## config.mk

```make
export PLATFORM = sky130hd
export DESIGN_NAME = decm_top
export DESIGN_NICKNAME = d
export VERILOG_FILES = /design/src/common/decm_pkg.sv /design/src/design/decm_pin_pipe.sv /design/src/design/decm_top.sv
export SDC_FILE = /design/constraint.sdc
export NUM_CORES = 1
export LEC_CHECK = 0
export BUFFER_PORTS_ARGS = -buffer_cell sky130_fd_sc_hd__buf_2
export CAP_MARGIN = 25
export CORE_ASPECT_RATIO = 1.75
export CORE_MARGIN = 2
export CORE_UTILIZATION = 35
export DETAILED_ROUTE_END_ITERATION = 8
export MAX_ROUTING_LAYER = met4
export SLEW_MARGIN = 15
export SYNTH_ARGS = -nofsm -noshare
export SYNTH_HDL_FRONTEND = slang
export SYNTH_SLANG_ARGS = --single-unit
```

## constraint.sdc

```tcl
create_clock -name SYS_CLK_IN -period 5.4 [get_ports SYS_CLK_IN]
set_clock_uncertainty 0.1 [all_clocks]
set_input_delay 1.08 -clock SYS_CLK_IN [delete_from_list [all_inputs] [get_ports SYS_CLK_IN]]
set_output_delay 1.08 -clock SYS_CLK_IN [all_outputs]
set_load 0.03 [all_outputs]
```

## src/common/decm_pkg.sv

```systemverilog
// ----------------------------------------------------------------------------
// Shared constants of the dual event counter monitor.
// ----------------------------------------------------------------------------
package decm_pkg;

	// Channel and width figures.
	localparam int CH_NUM     = 2;
	localparam int CNT_W      = 40;
	localparam int CTL_W      = 32;
	localparam int EVT_NUM    = 64;
	localparam int IDX_W      = 8;
	localparam int CPL_W      = 2;

	// Control word layout; counter 1 fields sit one stride above counter 0.
	localparam int CH_STRIDE  = 16;
	localparam int ES_LSB     = 0;
	localparam int ES_W       = 6;
	localparam int CC_LSB     = 6;
	localparam int CC_W       = 3;
	localparam int PC_BIT     = 9;
	localparam int CC_SUP_BIT = 0;
	localparam int CC_USR_BIT = 1;
	localparam int CC_DUR_BIT = 2;

	// Reset values.
	localparam logic [CTL_W-1:0] CTL_RESET = 32'h0000_0000;
	localparam logic [CNT_W-1:0] CNT_RESET = 40'h00_0000_0000;

	// Model register indices seen by the read and write strobes.
	localparam logic [IDX_W-1:0] IDX_CTL  = 8'h00;
	localparam logic [IDX_W-1:0] IDX_CNT0 = 8'h01;
	localparam logic [IDX_W-1:0] IDX_CNT1 = 8'h02;

	// Privilege levels.
	localparam logic [CPL_W-1:0] CPL_KERNEL = 2'h0;
	localparam logic [CPL_W-1:0] CPL_USER   = 2'h3;

	// Pin path: delay stages before the stretcher, plus the output flop.
	localparam int              PIN_DELAY_STAGES = 4;
	localparam int              PIN_HOLD_W       = 2;
	localparam logic [PIN_HOLD_W-1:0] PIN_HOLD_CYC  = 2'h2;
	localparam logic [PIN_HOLD_W-1:0] PIN_HOLD_ZERO = 2'h0;

endpackage

```

## src/design/decm_pin_pipe.sv

```systemverilog
`timescale 1ns/10ps
// ----------------------------------------------------------------------------
// Indicator pin latch, buffer and pulse stretcher for one counter.
// ----------------------------------------------------------------------------
module decm_pin_pipe
	import decm_pkg::*;
(
	input  wire logic clk_in,
	input  wire logic rst_in,
	input  wire logic hit_in,
	output logic      pin_out
);

	logic [PIN_DELAY_STAGES-1:0] dly_q;
	logic [PIN_HOLD_W-1:0]       hold_q;

	// Latch and buffer stages so the pin trails the counter event.
	always_ff @(posedge clk_in or posedge rst_in) begin
		if (rst_in) begin
			dly_q <= '0;
		end else begin
			dly_q <= {dly_q[PIN_DELAY_STAGES-2:0], hit_in};
		end
	end

	// Stretch each indication so a slower external clock still samples it.
	always_ff @(posedge clk_in or posedge rst_in) begin
		if (rst_in) begin
			hold_q <= PIN_HOLD_ZERO;
		end else if (dly_q[PIN_DELAY_STAGES-1]) begin
			hold_q <= PIN_HOLD_CYC;
		end else if (hold_q != PIN_HOLD_ZERO) begin
			hold_q <= hold_q - 2'h1;
		end
	end

	// Pin is the delayed hit or a stretch still running.
	assign pin_out = dly_q[PIN_DELAY_STAGES-1] | (hold_q != PIN_HOLD_ZERO);

endmodule // decm_pin_pipe

```

## src/design/decm_top.sv

```systemverilog
`timescale 1ns/10ps
// What this block does
// - Two independent 40-bit counters, each counting events or clock duration.
// - Control word and counters reachable by model register access only at level 0.
// - Six-bit event code per counter at bits 0-5 and 16-21.
// - Three-bit control field at bits 6-8 and 22-24; 000 and 100 disable.
// - Control top bit picks duration, middle enables level 3, low enables 0-2.
// - Pin function flag at bit 9 or 25: 1 signals overflow, 0 increments.
// - Indicator pin is registered and buffered, trailing the event by a few clocks.
// - Reset clears the whole control word, leaving both counters disabled.
// - Increment mode: pin high per occurrence and throughout a duration condition.
// - Overflow mode: pin stays low until the counter overflows.
// - Counter may add one or two per clock; pin only shows that it happened.
// - Overflow is a carry out of bit 39; presetting sets the distance to it.
// - Overflow shows on the pin about five clocks after it happens.
// - Pin logic tolerates several core clocks per external clock period.
// - Pins can show breakpoint matches; counter functions are then unavailable.
// - Pins default to monitoring after reset; a debugger may switch them.
// - Duration mode adds the number of clocks the condition holds.
module decm_top
	import decm_pkg::*;
(
	input  wire logic             SYS_CLK_IN,
	input  wire logic             SYS_RST_IN,
	input  wire logic             MODEL_REG_READ_IN,
	input  wire logic             MODEL_REG_WRITE_IN,
	input  wire logic [IDX_W-1:0] MODEL_REG_INDEX_IN,
	input  wire logic [CNT_W-1:0] MODEL_REG_WDATA_IN,
	input  wire logic [CPL_W-1:0] CURRENT_PRIVILEGE_LEVEL_IN,
	input  wire logic [EVT_NUM-1:0] EVENT_ACTIVE_IN,
	input  wire logic [EVT_NUM-1:0] EVENT_TWICE_IN,
	input  wire logic             DEBUG_PIN_SEL_WR_IN,
	input  wire logic             DEBUG_PIN_SEL_IN,
	input  wire logic [CH_NUM-1:0] BREAKPOINT_MATCH_IN,
	output logic      [CNT_W-1:0] MODEL_REG_RDATA_OUT,
	output logic                  MODEL_REG_DONE_OUT,
	output logic                  MODEL_REG_FAULT_OUT,
	output logic                  MONITOR_PIN_A_OUT,
	output logic                  MONITOR_PIN_B_OUT,
	output logic                  BREAKPOINT_MODE_OUT
);

	// ------------------------------------------------------------------------
	// Register access decode
	// ------------------------------------------------------------------------

	logic                  access_req;
	logic                  priv_ok;
	logic                  idx_ctl;
	logic                  idx_cnt0;
	logic                  idx_cnt1;
	logic                  idx_hit;
	logic                  access_ok;
	logic                  wr_ctl;
	logic [CH_NUM-1:0]     wr_cnt;

	// A strobe is honoured only at the most privileged level and a mapped index.
	assign access_req = MODEL_REG_READ_IN | MODEL_REG_WRITE_IN;
	assign priv_ok    = (CURRENT_PRIVILEGE_LEVEL_IN == CPL_KERNEL);
	assign idx_ctl    = (MODEL_REG_INDEX_IN == IDX_CTL);
	assign idx_cnt0   = (MODEL_REG_INDEX_IN == IDX_CNT0);
	assign idx_cnt1   = (MODEL_REG_INDEX_IN == IDX_CNT1);
	assign idx_hit    = idx_ctl | idx_cnt0 | idx_cnt1;
	assign access_ok  = access_req & priv_ok & idx_hit;

	// Write strobes per register; a write never touches the other counter.
	assign wr_ctl     = MODEL_REG_WRITE_IN & priv_ok & idx_ctl;
	assign wr_cnt[0]  = MODEL_REG_WRITE_IN & priv_ok & idx_cnt0;
	assign wr_cnt[1]  = MODEL_REG_WRITE_IN & priv_ok & idx_cnt1;

	// ------------------------------------------------------------------------
	// Control word
	// ------------------------------------------------------------------------

	logic [CTL_W-1:0] ctl_q;

	// The whole word is written at once; there is no per-counter write path.
	always_ff @(posedge SYS_CLK_IN or posedge SYS_RST_IN) begin
		if (SYS_RST_IN) begin
			ctl_q <= CTL_RESET;
		end else if (wr_ctl) begin
			ctl_q <= MODEL_REG_WDATA_IN[CTL_W-1:0];
		end
	end

	// ------------------------------------------------------------------------
	// Pin use: monitoring or breakpoint indication
	// ------------------------------------------------------------------------

	logic bkpt_mode_q;

	// Monitoring after reset; only the debugger strobe moves the pins away.
	always_ff @(posedge SYS_CLK_IN or posedge SYS_RST_IN) begin
		if (SYS_RST_IN) begin
			bkpt_mode_q <= 1'b0;
		end else if (DEBUG_PIN_SEL_WR_IN) begin
			bkpt_mode_q <= DEBUG_PIN_SEL_IN;
		end
	end

	assign BREAKPOINT_MODE_OUT = bkpt_mode_q;

	// ------------------------------------------------------------------------
	// Counters
	// ------------------------------------------------------------------------

	logic [CH_NUM*CNT_W-1:0] cnt_flat;
	logic [CH_NUM-1:0]       pin_hit;
	logic [CH_NUM-1:0]       pin_buf;
	logic [CH_NUM-1:0]       ovf_flag;

	genvar ch;
	generate
		for (ch = 0; ch < CH_NUM; ch++) begin : g_ch
			logic [ES_W-1:0]  evt_code;
			logic [CC_W-1:0]  cc;
			logic             pin_ovf_mode;
			logic             cpl_user;
			logic             priv_match;
			logic             duration;
			logic             cond;
			logic             twice;
			logic             inc_en;
			logic [1:0]       inc_amt;
			logic [CNT_W:0]   sum;
			logic [CNT_W-1:0] cnt_q;
			logic             ovf;

			// Field extraction; counter 1 fields sit one stride above.
			assign evt_code     = ctl_q[ch*CH_STRIDE+ES_LSB +: ES_W];
			assign cc           = ctl_q[ch*CH_STRIDE+CC_LSB +: CC_W];
			assign pin_ovf_mode = ctl_q[ch*CH_STRIDE+PC_BIT];

			// Privilege filter: low bit for levels 0 to 2, middle bit for level 3.
			assign cpl_user   = (CURRENT_PRIVILEGE_LEVEL_IN == CPL_USER);
			assign priv_match = (cc[CC_SUP_BIT] & ~cpl_user) |
			                    (cc[CC_USR_BIT] &  cpl_user);
			// Codes 000 and 100 have both privilege bits clear and count nothing.
			assign duration   = cc[CC_DUR_BIT];

			// Selected event condition and its double occurrence.
			assign cond  = EVENT_ACTIVE_IN[evt_code];
			assign twice = EVENT_TWICE_IN[evt_code];

			// Advance only while enabled for this level and the event is present.
			assign inc_en = priv_match & cond;

			// Duration adds one per clock; occurrences may add one or two.
			always_comb begin
				if (!inc_en) begin
					inc_amt = 2'h0;
				end else if (duration) begin
					inc_amt = 2'h1;
				end else if (twice) begin
					inc_amt = 2'h2;
				end else begin
					inc_amt = 2'h1;
				end
			end

			// One bit wider so the carry out of the top bit is overflow.
			assign sum = {1'b0, cnt_q} + {{(CNT_W-1){1'b0}}, inc_amt};
			assign ovf = sum[CNT_W];

			// A privileged write loads every bit and wins over counting.
			always_ff @(posedge SYS_CLK_IN or posedge SYS_RST_IN) begin
				if (SYS_RST_IN) begin
					cnt_q <= CNT_RESET;
				end else if (wr_cnt[ch]) begin
					cnt_q <= MODEL_REG_WDATA_IN;
				end else begin
					cnt_q <= sum[CNT_W-1:0];
				end
			end

			// Pin source: overflow pulse or any increment in this clock.
			assign pin_hit[ch]  = pin_ovf_mode ? ovf : inc_en;
			assign ovf_flag[ch] = ovf;

			assign cnt_flat[ch*CNT_W +: CNT_W] = cnt_q;

			// Latch, buffer and stretch the indication.
			decm_pin_pipe u_pin (
				.clk_in  (SYS_CLK_IN),
				.rst_in  (SYS_RST_IN),
				.hit_in  (pin_hit[ch]),
				.pin_out (pin_buf[ch])
			);
		end
	endgenerate

	// ------------------------------------------------------------------------
	// Indicator pin outputs
	// ------------------------------------------------------------------------

	logic [CH_NUM-1:0] pin_q;

	// Final output flop; breakpoint use masks the counter functions.
	always_ff @(posedge SYS_CLK_IN or posedge SYS_RST_IN) begin
		if (SYS_RST_IN) begin
			pin_q <= '0;
		end else if (bkpt_mode_q) begin
			pin_q <= BREAKPOINT_MATCH_IN;
		end else begin
			pin_q <= pin_buf;
		end
	end

	assign MONITOR_PIN_A_OUT = pin_q[0];
	assign MONITOR_PIN_B_OUT = pin_q[1];

	// ------------------------------------------------------------------------
	// Read data and access answer
	// ------------------------------------------------------------------------

	logic [CNT_W-1:0] rd_mux;
	logic [CNT_W-1:0] rdata_q;
	logic             done_q;
	logic             fault_q;

	// Counters may be read while running; the control word reads zero-extended.
	always_comb begin
		rd_mux = CNT_RESET;
		if (idx_ctl) begin
			rd_mux = {{(CNT_W-CTL_W){1'b0}}, ctl_q};
		end else if (idx_cnt0) begin
			rd_mux = cnt_flat[0 +: CNT_W];
		end else if (idx_cnt1) begin
			rd_mux = cnt_flat[CNT_W +: CNT_W];
		end
	end

	// Read data is captured only for an honoured read and otherwise held.
	always_ff @(posedge SYS_CLK_IN or posedge SYS_RST_IN) begin
		if (SYS_RST_IN) begin
			rdata_q <= CNT_RESET;
		end else if (MODEL_REG_READ_IN & access_ok) begin
			rdata_q <= rd_mux;
		end
	end

	// One-cycle answer: done for an honoured access, fault for a refused one.
	always_ff @(posedge SYS_CLK_IN or posedge SYS_RST_IN) begin
		if (SYS_RST_IN) begin
			done_q  <= 1'b0;
			fault_q <= 1'b0;
		end else begin
			done_q  <= access_ok;
			fault_q <= access_req & ~access_ok;
		end
	end

	assign MODEL_REG_RDATA_OUT = rdata_q;
	assign MODEL_REG_DONE_OUT  = done_q;
	assign MODEL_REG_FAULT_OUT = fault_q;

endmodule // decm_top

```

==> flow_metrics.py <==
metrics = {
    "outcome": {
        "run_status": "complete, no violations",
    },
    "synth": {
        "syn_avg_cell_area_um2": 10.1,
        "synth_flop_cell": "dfrtp_1",
        "netlist_area_um2": 10900,
        "synthArstFlopShare_pct": 100,
        "ys_types": 60,
        "synth_most_common_cell": "dfrtp_1",
        "synth_area_leaders": "dfrtp_1 (39%), mux4_2 (9.9%), mux2i_1 (7.1%)",
        "synth_edf_count": 0,
        "netlist_instances": 1080,
        "synth_top_area_share_pct": 38.7,
        "syn-num-nets": 1274,
        "ys_top_cells_by_count": "dfrtp_1 (169), nor2_1 (152), a21oi_1 (112), nand2_1 (84), mux2i_1 (78)",
        "ys.warnings.count": 0,
        "netlist.top_cell.by_area": "dfrtp_1",
        "synth_seq_cells": 169,
        "seq_area_frac_synth_pct": 38.7,
    },
    "final_layout": {
        "multi_input_area_um2": 6290,
        "register_area_um2": 4230,
        "nets": 1476,
        "final_util_pct": 42.6,
        "drive_above_1_share_pct": 31.4,
        "syn2layout_area_growth_pct": 19.7,
        "fillers": 2973,
    },
    "sta": {
        "rsz0062_at_grt": "false",
        "tightest_slew_ns": 0.927,
        "fin_hold_ws_ns": 0.250,
        "hold_viol": 0,
        "slew_violations": 0,
        "slew_headroom_pct": 38.2,
        "finalSetupViolCount": 0,
        "fin_tns_setup_ns": 0,
        "fmax_ghz": 0.218,
        "fin_crit_sh_pct": 85.1,
        "fin_ws_ns": 0.803,
        "period_minus_slack_ns": 4.60,
    },
    "pwr": {
        "p_int_mw": 2.29,
        "powerDensity_nw_per_um2": 234,
        "pwr-share-seq_pct": 44.4,
        "clkPwrFrac_pct": 43.2,
        "power_frac_comb_pct": 12.4,
        "ir_worst_vdd_uv": 182,
        "p_switching_mw": 0.764,
        "leakage_nw": 5.74,
        "netSwitchingFraction_pct": 25.0,
    },
    "cts": {
        "post_cts_buffers": 0,
        "clk_latency_ns": 0.44,
        "numCtsBuffers": 17,
        "clkTransAtPathRegs_ns": 0.06,
        "htreeDepth": 4,
        "cts_hold_buf": 0,
        "cts-root-buf": "clkbuf_16",
        "cts.sink_count": 169,
        "cts_resized": 0,
        "cts_tree": "built",
        "clockBufferDepth": 2,
    },
    "min_path": {
        "hold_class": "reg -> reg",
    },
    "worst_setup_path": {
        "cp_cell_sequence": "buf_4 > mux4_2 > mux2i_1 > nand2_1 > nand4b_1 > o22ai_1 > nor2_1 > ha_1 > inv_1 > fa_1 > nand2b_1 > or3_4 > nor4_4 > nand3_1 > xor2_1 > a21oi_1",
        "worst_setup_path_end_kind": "flop",
        "crit_required_ns": 5.58,
        "arrival_ns": 4.77,
        "crit_family": "simple AND/OR/NAND/NOR gates",
        "worstSetupPathType": "reg -> reg",
        "worstSetupStartpointType": "flop",
        "crit_buf_inv": 2,
        "slowest_delay_ns": 0.70,
        "cp_max_fo": 19,
        "cp_slowest_cell": "dfrtp_2",
    },
    "die": {
        "pin_count": 231,
        "die_h_um": 238,
        "fp.dieW_um": 138,
        "die-area_um2": 32700,
        "initial_utilization_pct": 35.6,
        "coreArea_um2": 30700,
        "rows": 85,
    },
    "grt": {
        "track_usage_pct": 21.0,
        "grt_first_pass_wirelength_um": 50900,
        "grt_max_degree": 111,
        "antenna_found_initial": 7,
        "grt.overflow.total": 0,
        "grt_pass1_vias": 9403,
    },
    "placed_design": {
        "hpwlAfterDp_um": 24800,
        "portBuffers": 230,
        "gp_congestion": 0.909,
        "post-place-ws_ns": 0.499,
    },
    "drt": {
        "vias": 9134,
        "drt_iter0_drc": 444,
        "viasPerCell": 5.40,
        "drc": 0,
        "drtPass1Iterations": 7,
        "wl_um": 32500,
        "ant_nets": 0,
        "wl_per_cell_um": 19.2,
    },
    "flow_run": {
        "max_cap_violations": 0,
    },
}
## path summary, 6_finish.rpt
kind | depth (start not counted) | slack, ns | startpoint | to
max | 16 | 0.80 | ctl_q[17] | g_ch[1].cnt_q[34]
min | 0 | 0.25 | g_ch[0].u_pin.dly_q[2] | g_ch[0].u_pin.dly_q[3]
max reg2reg | 16 | 0.80 | ctl_q[17] | g_ch[1].cnt_q[34]
min reg2reg | 0 | 0.25 | g_ch[0].u_pin.dly_q[2] | g_ch[0].u_pin.dly_q[3]
max in group asynchronous | 3 | 3.78 | SYS_RST_IN | ctl_q[1]
min in group asynchronous | 3 | 0.67 | SYS_RST_IN | MODEL_REG_RDATA_OUT[27]
## registers in the layout (all words and copies together), names as in the netlist
register / count
g_ch.cnt_q: 80
MODEL_REG_RDATA_OUT: 40
BREAKPOINT_MODE_OUT: 1
MODEL_REG_FAULT_OUT: 1
ctl_q: 32
MODEL_REG_DONE_OUT: 1
g_ch.u_pin.hold_q: 4
g_ch.u_pin.dly_q: 8
pin_q: 2
## logic make-up after synthesis
| kind of cell | share of synthesized area, % |
|---|---|
| xor gates and xnor gates | 6.09 |
| AOI/OAI and AO/OA | 12.0 |
| muxes | 21.5 |
| adders and majority gates | 1.05 |
| DFF | 38.7 |
| buffers and inverters | 3.85 |
| and+or+nand+nor | 16.8 |
## final cells by class
class / count / area share (%)
sequential: 169 / 32.3
multi-input combinational: 827 / 48.1
tap: 391 / 3.74
timing repair buffer: 251 / 10.4
clock inverter: 10 / 1.26
inverter: 16 / 0.488
antenna: 7 / 0.134
clock buffer: 22 / 3.55
## power groups by stage
stage / Sequential, mW / Combinational, mW / Clock (mW)
2_1_floorplan: 1.38 / 0.220 / 0
3_3_place_gp: 1.38 / 0.372 / 0
3_5_place_dp: 1.38 / 0.382 / 0
4_1_cts: 1.36 / 0.385 / 1.35
5_1_grt: 1.37 / 0.422 / 1.40
6_report: 1.36 / 0.379 / 1.32
## per-layer routing
layer	share of wire, %	vias to the layer above	GRT usage [%]	wire length (um)
li1	-	4332	-	-
met1	38	4433	23.0	12200
met2	53	299	36.6	17300
met3	4.8	70	3.60	1570
met4	4.1	0	9.75	1320
met5	0	-	-	0
## worst reg2reg max path: cells and delay by family (launching register included)
kind | cells | cell delay, ns
compound gates | 2 | 0.20
xor+xnor | 1 | 0.15
fa+ha+maj | 2 | 0.59
buf+inv | 2 | 0.35
flops | 1 | 0.70
mux | 2 | 0.81
simple gates | 7 | 1.53
## stage by stage
stage | cells | instance area (um2) | power [mW]
2_1_floorplan | 1080 | 10900 | 1.60
5_1_grt | 1693 | 13100 | 3.19
3_3_place_gp | 1654 | 12400 | 1.75
4_1_cts | 1686 | 13100 | 3.10
3_5_place_dp | 1654 | 12400 | 1.77
6_report | 1693 | 13100 | 3.06
## cell usage in the layout, fill, tap and decap left out, types with 4 or more instances in the layout
master        n
mux2i_1      78
buf_2       230
mux4_2       48
xnor2_1      40
a22oi_1      13
diode_2       7
nand2_2       4
clkinvlp_4    4
a22o_1        5
ha_1          6
o31ai_2      10
nand3_1      35
clkbuf_16    17
nand2b_1      5
o22ai_1       5
o21ai_0      12
nand3_2       4
and3_1       13
or3_1         4
nand4_1      10
a211oi_1      4
nor2b_1      16
a21oi_1     112
xor2_1       36
bufinv_16     4
buf_12        4
o31ai_1      23
dfrtp_1     167
inv_1        15
a31oi_1       5
buf_4        17
nor3_1       12
nand2_1      83
and4_1        4
a311oi_1      4
mux2_2       41
nor2_1      152
Power figures use the tool's default switching activity.
